<file path="src/rtl/tpcm_pkg.sv">
// Shared constants and types for the telemetry commutator and serial encoder.
// Function
// - Sample sixteen high-level channels at 1.25 per second into the prime stage.
// - Sample nineteen two-state inputs at 10 per second, forward to prime stage.
// - Prime stage samples three high-level channels at 40 per second each.
// - Master stage samples five low-level channels at 640 per second each.
// - Master stage samples three more low-level channels at 80 per second.
// - Every selected sample is digitised and handed to the output shifter.
// - Output is a gapless NRZ stream at 51.2 kbit/s.
// - Line is high for a one and low for a zero across each bit.
// - All sampling gates come from counter chains on the crystal clock.
// - No digital word sampling and no playback recording are performed.
// - Primary and secondary body rates share one channel, picked by ground command.
package tpcm_pkg;
    // Clock and line rate; the bit period rounds down to whole cycles.
    localparam int unsigned CLK_HZ = 250_000_000;
    localparam int unsigned BIT_RATE_BPS = 51_200;
    localparam int unsigned BIT_CLKS_DFLT = CLK_HZ / BIT_RATE_BPS;
    localparam int unsigned DIV_W = 13;
    // Word and frame geometry.
    localparam int unsigned WORD_W = 8;
    localparam int unsigned BIT_IDX_W = 3;
    localparam int unsigned SLOT_W = 4;
    localparam int unsigned FRAME_W = 9;
    localparam int unsigned FIFO_DEPTH = 16;
    localparam int unsigned NUM_DISC = 19;
    localparam logic [SLOT_W-1:0] SLOT_SYNC = 4'h0;
    localparam logic [SLOT_W-1:0] SLOT_LL_FIRST = 4'h1;
    localparam logic [SLOT_W-1:0] SLOT_LL_LAST = 4'h5;
    localparam logic [SLOT_W-1:0] SLOT_PRIME = 4'h6;
    localparam logic [SLOT_W-1:0] SLOT_SLOW = 4'h7;
    localparam logic [SLOT_W-1:0] SLOT_PID = 4'h8;
    localparam logic [SLOT_W-1:0] SLOT_LAST = 4'h9;
    // Prime subframe positions (one master frame each, 64 per prime cycle).
    localparam logic [5:0] POS_PSYNC = 6'h00;
    localparam logic [3:0] POS_RATE_FIRST = 4'h1;
    localparam logic [3:0] POS_RATE_LAST = 4'h3;
    localparam logic [5:0] POS_DISC_A = 6'h04;
    localparam logic [5:0] POS_DISC_B = 6'h05;
    localparam logic [5:0] POS_DISC_C = 6'h06;
    localparam logic [5:0] POS_HSUB_A = 6'h07;
    localparam logic [5:0] POS_HSUB_B = 6'h27;
    localparam logic [2:0] SLOW_LAST = 3'h2;
    // Fixed words.
    localparam logic [WORD_W-1:0] FRAME_SYNC = 8'hE4;
    localparam logic [WORD_W-1:0] PRIME_SYNC = 8'h1B;
    localparam logic [WORD_W-1:0] FILL_WORD = 8'h55;
    // Analog multiplexer select codes.
    localparam int unsigned MUX_W = 5;
    localparam logic [MUX_W-1:0] MUX_LL_FAST = 5'h00;
    localparam logic [MUX_W-1:0] MUX_LL_SLOW = 5'h05;
    localparam logic [MUX_W-1:0] MUX_HL_RATE = 5'h08;
    localparam logic [MUX_W-1:0] MUX_HL_SUB = 5'h10;
    // Bit position of the latched command execute input.
    localparam int unsigned DISC_EXEC = 8;
    // Sampler states.
    typedef enum logic [2:0] {
        SMP_IDLE = 3'b001,
        SMP_CONV = 3'b010,
        SMP_PUSH = 3'b100
    } tpcm_smp_type;
endpackage

</file>
<file path="src/rtl/tpcm_fifo.sv">
// Word FIFO between the sampler and the output shifter.
`timescale 1ns/1ps
`default_nettype none
module tpcm_fifo import tpcm_pkg::*; #(
    parameter int unsigned WIDTH = WORD_W,
    parameter int unsigned DEPTH = FIFO_DEPTH
) (
    // Clock and reset.
    input wire logic core_clk_i,
    input wire logic arst_n_i,
    // Fill side.
    input wire logic in_valid_i,
    output logic in_ready_o,
    input wire logic [WIDTH-1:0] in_data_i,
    // Drain side.
    output logic out_valid_o,
    input wire logic out_ready_i,
    output logic [WIDTH-1:0] out_data_o
);
    localparam int unsigned PTR_W = $clog2(DEPTH);
    logic [WIDTH-1:0] mem_q [DEPTH];
    logic [WIDTH-1:0] mem_d [DEPTH];
    logic [PTR_W:0] wr_q, wr_d, rd_q, rd_d;
    logic full, empty, do_wr, do_rd;

    // An extra pointer bit tells full from empty without a counter.
    assign full = (wr_q[PTR_W] != rd_q[PTR_W]) && (wr_q[PTR_W-1:0] == rd_q[PTR_W-1:0]);
    assign empty = (wr_q == rd_q);
    assign do_wr = in_valid_i && !full;
    assign do_rd = out_ready_i && !empty;
    assign in_ready_o = !full;
    assign out_valid_o = !empty;
    assign out_data_o = mem_q[rd_q[PTR_W-1:0]];

    // Next pointers and storage.
    always_comb
    begin
        mem_d = mem_q;
        wr_d = wr_q;
        rd_d = rd_q;
        if (do_wr)
        begin
            mem_d[wr_q[PTR_W-1:0]] = in_data_i;
            wr_d = wr_q + 1'b1;
        end
        if (do_rd)
        begin
            rd_d = rd_q + 1'b1;
        end
    end

    // Register stage.
    always_ff @(posedge core_clk_i or negedge arst_n_i)
    begin
        if (!arst_n_i)
        begin
            wr_q <= '0;
            rd_q <= '0;
            for (int i = 0; i < DEPTH; i++)
            begin
                mem_q[i] <= '0;
            end
        end
        else
        begin
            wr_q <= wr_d;
            rd_q <= rd_d;
            mem_q <= mem_d;
        end
    end
endmodule
`default_nettype wire

</file>
<file path="src/rtl/tpcm_timing.sv">
// Counter chain that times bits, word slots and frames from the core clock.
`timescale 1ns/1ps
`default_nettype none
module tpcm_timing import tpcm_pkg::*; #(
    parameter int unsigned BIT_CLKS = BIT_CLKS_DFLT
) (
    // Clock and reset.
    input wire logic core_clk_i,
    input wire logic arst_n_i,
    // Timing outputs.
    output logic bit_tick_o,
    output logic word_tick_o,
    output logic [BIT_IDX_W-1:0] bit_idx_o,
    output logic [SLOT_W-1:0] slot_o,
    output logic [FRAME_W-1:0] frame_o
);
    logic [DIV_W-1:0] div_q, div_d;
    logic [BIT_IDX_W-1:0] bit_q, bit_d;
    logic [SLOT_W-1:0] slot_q, slot_d;
    logic [FRAME_W-1:0] frame_q, frame_d;
    logic btick_q, btick_d, wtick_q, wtick_d;

    // Divider to bit rate, then bit, slot and frame counters in a chain.
    always_comb
    begin
        div_d = div_q + 1'b1;
        bit_d = bit_q;
        slot_d = slot_q;
        frame_d = frame_q;
        btick_d = 1'b0;
        wtick_d = 1'b0;
        if (div_q == DIV_W'(BIT_CLKS - 1))
        begin
            div_d = '0;
            btick_d = 1'b1;
            bit_d = bit_q + 1'b1;
            if (bit_q == BIT_IDX_W'(WORD_W - 1))
            begin
                wtick_d = 1'b1;
                slot_d = (slot_q == SLOT_LAST) ? SLOT_SYNC : slot_q + 1'b1;
                if (slot_q == SLOT_LAST)
                begin
                    frame_d = frame_q + 1'b1;
                end
            end
        end
    end

    // Register stage.
    always_ff @(posedge core_clk_i or negedge arst_n_i)
    begin
        if (!arst_n_i)
        begin
            div_q <= '0;
            bit_q <= '1;
            slot_q <= SLOT_LAST;
            frame_q <= '1;
            btick_q <= 1'b0;
            wtick_q <= 1'b0;
        end
        else
        begin
            div_q <= div_d;
            bit_q <= bit_d;
            slot_q <= slot_d;
            frame_q <= frame_d;
            btick_q <= btick_d;
            wtick_q <= wtick_d;
        end
    end

    assign bit_tick_o = btick_q;
    assign word_tick_o = wtick_q;
    assign bit_idx_o = bit_q;
    assign slot_o = slot_q;
    assign frame_o = frame_q;
endmodule
`default_nettype wire

</file>
<file path="src/rtl/tpcm_top.sv">
// Telemetry commutation tree, converter control and NRZ serial output.
`timescale 1ns/1ps
`default_nettype none
module tpcm_top import tpcm_pkg::*; #(
    parameter int unsigned BIT_CLKS = BIT_CLKS_DFLT
) (
    // Clock and reset.
    input wire logic core_clk_i,
    input wire logic arst_n_i,
    // Two-state discrete inputs from switches and relays.
    input wire logic vehicle_separated_i,
    input wire logic cone_unlatched_i,
    input wire logic cone_locked_i,
    input wire logic craft_detached_i,
    input wire logic launch_config_ok_i,
    input wire logic shroud_jettisoned_i,
    input wire logic igniter_safe_i,
    input wire logic igniter_armed_i,
    input wire logic cmd_execute_pulse_i,
    input wire logic thruster_ring_sel_i,
    input wire logic [7:0] thruster_fire_n_i,
    input wire logic antenna_extended_i,
    // Body-rate source selection from the ground command link.
    input wire logic ground_command_link_rate_sel_i,
    output logic rate_src_sel_o,
    // Analog multiplexer and converter.
    output logic adc_start_o,
    output logic [MUX_W-1:0] adc_mux_o,
    input wire logic adc_valid_i,
    input wire logic [WORD_W-1:0] adc_data_i,
    // Unused digital selector and recorder paths.
    output logic digital_sel_en_o,
    output logic recorder_en_o,
    // Serial line to the transmitter.
    output logic nrz_data_o
);
    logic bit_tick, word_tick;
    logic [BIT_IDX_W-1:0] bit_idx;
    logic [SLOT_W-1:0] slot;
    logic [FRAME_W-1:0] frame;
    logic [5:0] pos;
    logic [2:0] minor;
    logic [3:0] hl_step;
    logic [NUM_DISC-1:0] disc_raw, disc_a_q, disc_b_q, disc_word;
    logic rate_a_q, rate_b_q, rate_q;
    logic exec_q, exec_d;
    tpcm_smp_type st_q, st_d;
    logic [WORD_W-1:0] word_q, word_d;
    logic [MUX_W-1:0] mux_q, mux_d;
    logic start_q, start_d;
    logic fifo_in_ready, fifo_out_valid, fifo_pop;
    logic [WORD_W-1:0] fifo_out_data;
    logic [WORD_W-1:0] shift_q, shift_d;
    logic nrz_q, nrz_d;
    logic idle_off_q;

    // Counter chain gives all sampling gates.
    tpcm_timing #(
        .BIT_CLKS(BIT_CLKS)
    ) u_timing (
        .core_clk_i(core_clk_i),
        .arst_n_i(arst_n_i),
        .bit_tick_o(bit_tick),
        .word_tick_o(word_tick),
        .bit_idx_o(bit_idx),
        .slot_o(slot),
        .frame_o(frame)
    );

    // Prime position, slow subframe step and high-level subcommutator step.
    assign pos = frame[5:0];
    assign minor = frame[2:0];
    assign hl_step = frame[8:5];

    // Discretes go straight to bits; levels keep their electrical sense.
    assign disc_raw = {antenna_extended_i, thruster_fire_n_i, thruster_ring_sel_i,
        cmd_execute_pulse_i, igniter_armed_i, igniter_safe_i, shroud_jettisoned_i,
        launch_config_ok_i, craft_detached_i, cone_locked_i, cone_unlatched_i,
        vehicle_separated_i};

    // Two-stage synchronisers for the discrete pins, three stages for the rate-select pin.
    always_ff @(posedge core_clk_i or negedge arst_n_i)
    begin
        if (!arst_n_i)
        begin
            disc_a_q <= '0;
            disc_b_q <= '0;
            rate_a_q <= 1'b0;
            rate_b_q <= 1'b0;
            rate_q <= 1'b0;
            idle_off_q <= 1'b0;
        end
        else
        begin
            disc_a_q <= disc_raw;
            disc_b_q <= disc_a_q;
            rate_a_q <= ground_command_link_rate_sel_i;
            rate_b_q <= rate_a_q;
            rate_q <= rate_b_q;
            idle_off_q <= 1'b0;
        end
    end

    // The execute pulse is far shorter than a 10 per second sample, so it is
    // held until its word is taken; a pulse on the taking cycle is kept.
    always_comb
    begin
        disc_word = disc_b_q;
        disc_word[DISC_EXEC] = exec_q;
    end

    // Sampler: one word per slot, through the converter where analog.
    always_comb
    begin
        st_d = st_q;
        word_d = word_q;
        mux_d = mux_q;
        start_d = 1'b0;
        exec_d = exec_q;
        case (st_q)
            SMP_IDLE:
            begin
                if (word_tick)
                begin
                    st_d = SMP_PUSH;
                    word_d = FILL_WORD;
                    if (slot == SLOT_SYNC)
                    begin
                        word_d = FRAME_SYNC;
                    end
                    else if (slot <= SLOT_LL_LAST)
                    begin
                        st_d = SMP_CONV;
                        start_d = 1'b1;
                        mux_d = MUX_LL_FAST + MUX_W'(slot - SLOT_LL_FIRST);
                    end
                    else if (slot == SLOT_PRIME)
                    begin
                        if (pos == POS_PSYNC)
                        begin
                            word_d = PRIME_SYNC;
                        end
                        else if (pos[3:0] >= POS_RATE_FIRST && pos[3:0] <= POS_RATE_LAST)
                        begin
                            st_d = SMP_CONV;
                            start_d = 1'b1;
                            mux_d = MUX_HL_RATE + MUX_W'(pos[3:0] - POS_RATE_FIRST);
                        end
                        else if (pos == POS_DISC_A)
                        begin
                            word_d = disc_word[7:0];
                        end
                        else if (pos == POS_DISC_B)
                        begin
                            word_d = disc_word[15:8];
                            exec_d = 1'b0;
                        end
                        else if (pos == POS_DISC_C)
                        begin
                            word_d = WORD_W'(disc_word[NUM_DISC-1:16]);
                        end
                        else if (pos == POS_HSUB_A || pos == POS_HSUB_B)
                        begin
                            st_d = SMP_CONV;
                            start_d = 1'b1;
                            mux_d = MUX_HL_SUB + MUX_W'(hl_step);
                        end
                    end
                    else if (slot == SLOT_SLOW)
                    begin
                        if (minor <= SLOW_LAST)
                        begin
                            st_d = SMP_CONV;
                            start_d = 1'b1;
                            mux_d = MUX_LL_SLOW + MUX_W'(minor);
                        end
                    end
                    else if (slot == SLOT_PID)
                    begin
                        word_d = WORD_W'(pos);
                    end
                    else
                    begin
                        word_d = WORD_W'(hl_step);
                    end
                end
            end
            SMP_CONV:
            begin
                if (adc_valid_i)
                begin
                    word_d = adc_data_i;
                    st_d = SMP_PUSH;
                end
            end
            SMP_PUSH:
            begin
                if (fifo_in_ready)
                begin
                    st_d = SMP_IDLE;
                end
            end
            default:
            begin
                st_d = SMP_IDLE;
            end
        endcase
        if (disc_b_q[DISC_EXEC])
        begin
            exec_d = 1'b1;
        end
    end

    // Sampler registers.
    always_ff @(posedge core_clk_i or negedge arst_n_i)
    begin
        if (!arst_n_i)
        begin
            st_q <= SMP_IDLE;
            word_q <= '0;
            mux_q <= '0;
            start_q <= 1'b0;
            exec_q <= 1'b0;
        end
        else
        begin
            st_q <= st_d;
            word_q <= word_d;
            mux_q <= mux_d;
            start_q <= start_d;
            exec_q <= exec_d;
        end
    end

    // Sixteen words of slack absorb converter latency and back-pressure.
    tpcm_fifo #(
        .WIDTH(WORD_W),
        .DEPTH(FIFO_DEPTH)
    ) u_fifo (
        .core_clk_i(core_clk_i),
        .arst_n_i(arst_n_i),
        .in_valid_i(st_q == SMP_PUSH),
        .in_ready_o(fifo_in_ready),
        .in_data_i(word_q),
        .out_valid_o(fifo_out_valid),
        .out_ready_i(fifo_pop),
        .out_data_o(fifo_out_data)
    );

    // Shifter loads at bit zero; an empty FIFO sends fill so the line never gaps.
    assign fifo_pop = bit_tick && (bit_idx == '0);
    always_comb
    begin
        shift_d = shift_q;
        nrz_d = nrz_q;
        if (bit_tick)
        begin
            if (bit_idx == '0)
            begin
                shift_d = fifo_out_valid ? fifo_out_data : FILL_WORD;
            end
            else
            begin
                shift_d = {shift_q[WORD_W-2:0], 1'b0};
            end
            nrz_d = shift_d[WORD_W-1];
        end
    end

    // Serial registers.
    always_ff @(posedge core_clk_i or negedge arst_n_i)
    begin
        if (!arst_n_i)
        begin
            shift_q <= '0;
            nrz_q <= 1'b0;
        end
        else
        begin
            shift_q <= shift_d;
            nrz_q <= nrz_d;
        end
    end

    assign rate_src_sel_o = rate_q;
    assign adc_start_o = start_q;
    assign adc_mux_o = mux_q;
    assign digital_sel_en_o = idle_off_q;
    assign recorder_en_o = idle_off_q;
    assign nrz_data_o = nrz_q;
endmodule
`default_nettype wire

</file>
<file path="config.mk">
export PLATFORM = sky130hd
export DESIGN_NAME = tpcm_top
export DESIGN_NICKNAME = d
export VERILOG_FILES = /design/src/rtl/tpcm_pkg.sv /design/src/rtl/tpcm_fifo.sv /design/src/rtl/tpcm_timing.sv /design/src/rtl/tpcm_top.sv
export SDC_FILE = /design/constraint.sdc
export NUM_CORES = 1
export LEC_CHECK = 0
export ABC_AREA = 1
export BUFFER_PORTS_ARGS = -buffer_cell sky130_fd_sc_hd__buf_2
export CELL_PAD_IN_SITES_DETAIL_PLACEMENT = 1
export CELL_PAD_IN_SITES_GLOBAL_PLACEMENT = 1
export CORE_MARGIN = 3
export CORE_UTILIZATION = 35
export CTS_BUF_LIST = sky130_fd_sc_hd__clkbuf_8
export CTS_CLUSTER_DIAMETER = 120
export DETAILED_ROUTE_END_ITERATION = 6
export PLACE_DENSITY_LB_ADDON = 0.1
export SLEW_MARGIN = 20
export SYNTH_ARGS = -nofsm -noshare
export SYNTH_HDL_FRONTEND = slang
export SYNTH_SLANG_ARGS = --single-unit
</file>
<file path="constraint.sdc">
create_clock -name core_clk_i -period 2.5 [get_ports core_clk_i]
set_input_delay 0.5 -clock core_clk_i [delete_from_list [all_inputs] [get_ports core_clk_i]]
set_output_delay 0.5 -clock core_clk_i [all_outputs]
set_load 0.005 [all_outputs]
</file>
==> summary.txt <==
Status
  – Status: complete, no violations

CTS
  – Post-CTS sizing: 0
  – Clock sinks: 236
  – Root buffer cell: clkbuf_8
  – Clock Latency Late Sink: around 570 ps
  – CTS tree: built
  – H-tree depth: 2
  – Clock buffer depth: 3
  – Total CTS buffers: 44
  – Reg clk slew, reported paths: 50 ps

Die
  – Rows: 66
  – Initial Util: between 30% and 40%
  – Die Ht: 188 um
  – Die Wd: between 150 and 200 um
  – Core Region: about 33,000 um^2
  – I/O pin cnt: 41
  – DIE AREA: around 35,000 um^2

Setup path
  – Crit end category: flop
  – Req. time, crit path: ~3000 ps
  – Worst-path cell chain: inv_1 -> ha_1 -> inv_1 -> nand3_2 -> nor2_4 -> nand2_1 -> clkinv_1 -> nand2_1 -> nand2_2 -> inv_2 -> o21ai_1 -> nand2_1
  – R2r endpoint: adc_mux_o[1]
  – CP max stage cell: dfstp_2
  – Critical Path Start Type: flop
  – Flop-to-flop setup slack: 380 ps
  – Depth of the most critical reg-to-reg path: 12
  – Arr. time, crit path: 2570 ps
  – Crit. Startpoint: u_timing.slot_o[0]
  – Worst flop-to-flop path startpoint: u_timing.slot_o[0]
  – WS Path Type: reg -> reg
  – Critical path endpoint: adc_mux_o[1]
  – CP max FO: 10
  – Critical path's most frequent cell: nand2_1
  – Worst path max stage delay: approximately 570 ps

Detailed routing
  – Via count: 9,871
  – Antenna-violating nets left: 0
  – Avg Vias per Cell: ~4.9
  – Routed WL: 35,900 um
  – Drt drc: 0
  – DRT Pass-1 Iters: 5
  – WL per Instance: 17.9 um
  – Initial DRC count: 567

Global route
  – Vias in the first global route: 10,400
  – Grt peak-use layer: met2
  – GR Overflow Total: 0
  – GRT met1 Usage: 28.8%
  – Initial antenna violation count: 0
  – Tot GR Track Use: between 20% and 30%
  – GR Util met3: around 3.2%
  – Largest net degree at the start of global routing: 62
  – First-pass GRT wire length: just under 60,000 um
  – Met2 Use GR: 34.1%

Flow run
  – Max_cap viols: 0

Synthesis
  – Synth Instances: 1,450
  – Top cell type by total area after synthesis: dfrtp_1
  – Count of cell types in the netlist: 44
  – Area contributors post-synth: dfrtp_1 (48%), nand2_1 (15%), nand3_1 (7.8%)
  – Top-area cell type share of the netlist area: 47.7%
  – Ys Warns: 0
  – Sequential share of the synthesized area: 51.1%
  – Syn_area_per_cell: around 8.0 um^2
  – #FFs+latches synth: ~240
  – Mapped Area: 11,600 um^2

Timing
  – Setup TNS: 0 ps
  – Max-slew violations: 0
  – Min Clock Period, post-route: 2120 ps
  – Setup violators final: 0
  – Slew @ Worst Pin: slightly below 800 ps
  – RSZ-0062 raised after global routing: no
  – Slew margin rel.: a little under half
  – Final Hold Fails: 0
  – Final worst-path cycle share: 84.8%
  – Clock skew: 29.7 ps
  – Maximum clock rate: roughly 470 MHz

Final layout
  – Share of cells above drive strength 1: 13.1%
  – Post-layout util: 41.1%
  – Commonest non-fill, non-tap cell in the layout: nand2_1
  – Area grow syn2layout: 15.6%
  – Most frequent cells in the layout: nand2_1 (448), dfrtp_1 (220), nor2_1 (186), nand3_1 (181), inv_1 (95)
  – Finished Cell Area: 13,400 um^2
  – ANT cells: 0
  – NumNets Final: 1,580

Power
  – PD cells: 579 nW/um^2
  – Cell leakage power: 6.97 nW
  – Worst vdd ir: 0.407 mV

Placement
  – Hpwl dp: 24,100 um
  – DP Area: 12,400 um^2
  – Number of port buffers: 38
  – Gpl congestion: 0.872

Hold path
  – Type of the worst min-delay path: in -> reg
[flip-flops by register name, summed over array words and instances (netlist names), 4 cells and up]
signal and cells:
u_timing.frame_o 9, shift_q 7, u_timing.div_q 13, u_fifo.rd_q 5, u_fifo.mem_q 128, adc_mux_o 5, u_timing.slot_o 4, word_q 8
disc_b_q 19, disc_a_q 19, u_fifo.wr_q 5
[worst min path at each step]
stage / end / slack (ps) / start / depth (start not counted)
after floorplan: adc_mux_o[0] / 200 / arst_n_i / 0
after global placement: disc_b_q[15] / 330 / disc_a_q[15] / 0
after detailed placement: disc_b_q[15] / 340 / disc_a_q[15] / 0
after CTS: disc_a_q[9] / 3 / thruster_ring_sel_i / 1
after global routing: disc_a_q[1] / 0.7 / cone_unlatched_i / 1
final: disc_a_q[17] / 40 / thruster_fire_n_i[7] / 1
[through the flow]
| stage | worst slack [ps] | hold WS, ps | power, W | cells |
|---|---|---|---|---|
| finish | 381 | 41.4 | 0.00777 | 2001 |
| global placement | 406 | 331 | 0.00406 | 1909 |
| CTS | 358 | 3.37 | 0.00792 | 2000 |
| floorplan | 666 | 204 | 0.00394 | 1451 |
| detailed placement | 381 | 336 | 0.00406 | 1909 |
| global route | 144 | 0.747 | 0.00813 | 2001 |
[cells by family (layout without fill, tap and decap cells)]
kind of cell / count (synthesis) / count (layout) / share of synthesized area, %
other: 1 / 2 / 0.0323
AOI/OAI and AO/OA: 136 / 136 / 6.25
DFF: 236 / 236 / 51.1
and+or+nand+nor: 869 / 869 / 31.7
xor gates and xnor gates: 29 / 29 / 2.19
adders and majority gates: 20 / 20 / 2.16
buffers and inverters: 159 / 267 / 6.59
[cells in the mapped netlist, drive strengths merged]
cell    number
nand2b       1
o31ai        1
ha          20
nand3b       2
or2          4
nand4        8
o211ai      11
buf         49
nand3      184
nor4         1
o22ai        4
o21ai       94
xnor2        7
a31oi        1
nand2      469
inv         93
dfstp       15
conb         1
o221ai       1
nor3         9
dfrtp      221
clkinv       5
nor2       191
clkbuf      12
a21oi       24
xor2        22
[final cells by class]
class                      instances  area (um^2)
inverter                          98          370
sequential                       236         5930
clock buffer                      59          812
clock inverter                    17         72.6
fill                            3978        19200
multi-input combinational       1056         4910
timing repair buffer              93          766
tap                              442          553
[per-layer routing]
metal / share of wire, % / vias up / wire length [um]
li1: - / 4778 / -
met1: 48 / 4881 / 17100
met2: 47 / 160 / 16900
met3: 3.4 / 52 / 1220
met4: 2.1 / 0 / 738
met5: 0 / - / 0
[critical path: cells and delay by family, from the launching register on]
kind	cells	cell delay, ps
DFF	1	570
AOI/OAI and AO/OA	1	70
adders and majority gates	1	250
buffers and inverters	4	400
and+or+nand+nor	6	710
[power breakdown]
part / switching (W) / total, W / internal, W / leakage (nW)
Combinational: 0.0000935 / 0.000144 / 0.0000503 / 3.34
Sequential: 0.00000776 / 0.00386 / 0.00386 / 3.13
Clock: 0.00167 / 0.00376 / 0.00209 / 0.510
Total: 0.00177 / 0.00777 / 0.00600 / 6.97
[repair_timing]
action                                  in CTS  in global routing
hold buffers                                15                  1
buffers inserted                             0                  0
endpoints found under the hold margin       64                  1
endpoints found under the setup margin       0                  0
Note: power is estimated with default switching activity, not from simulation.
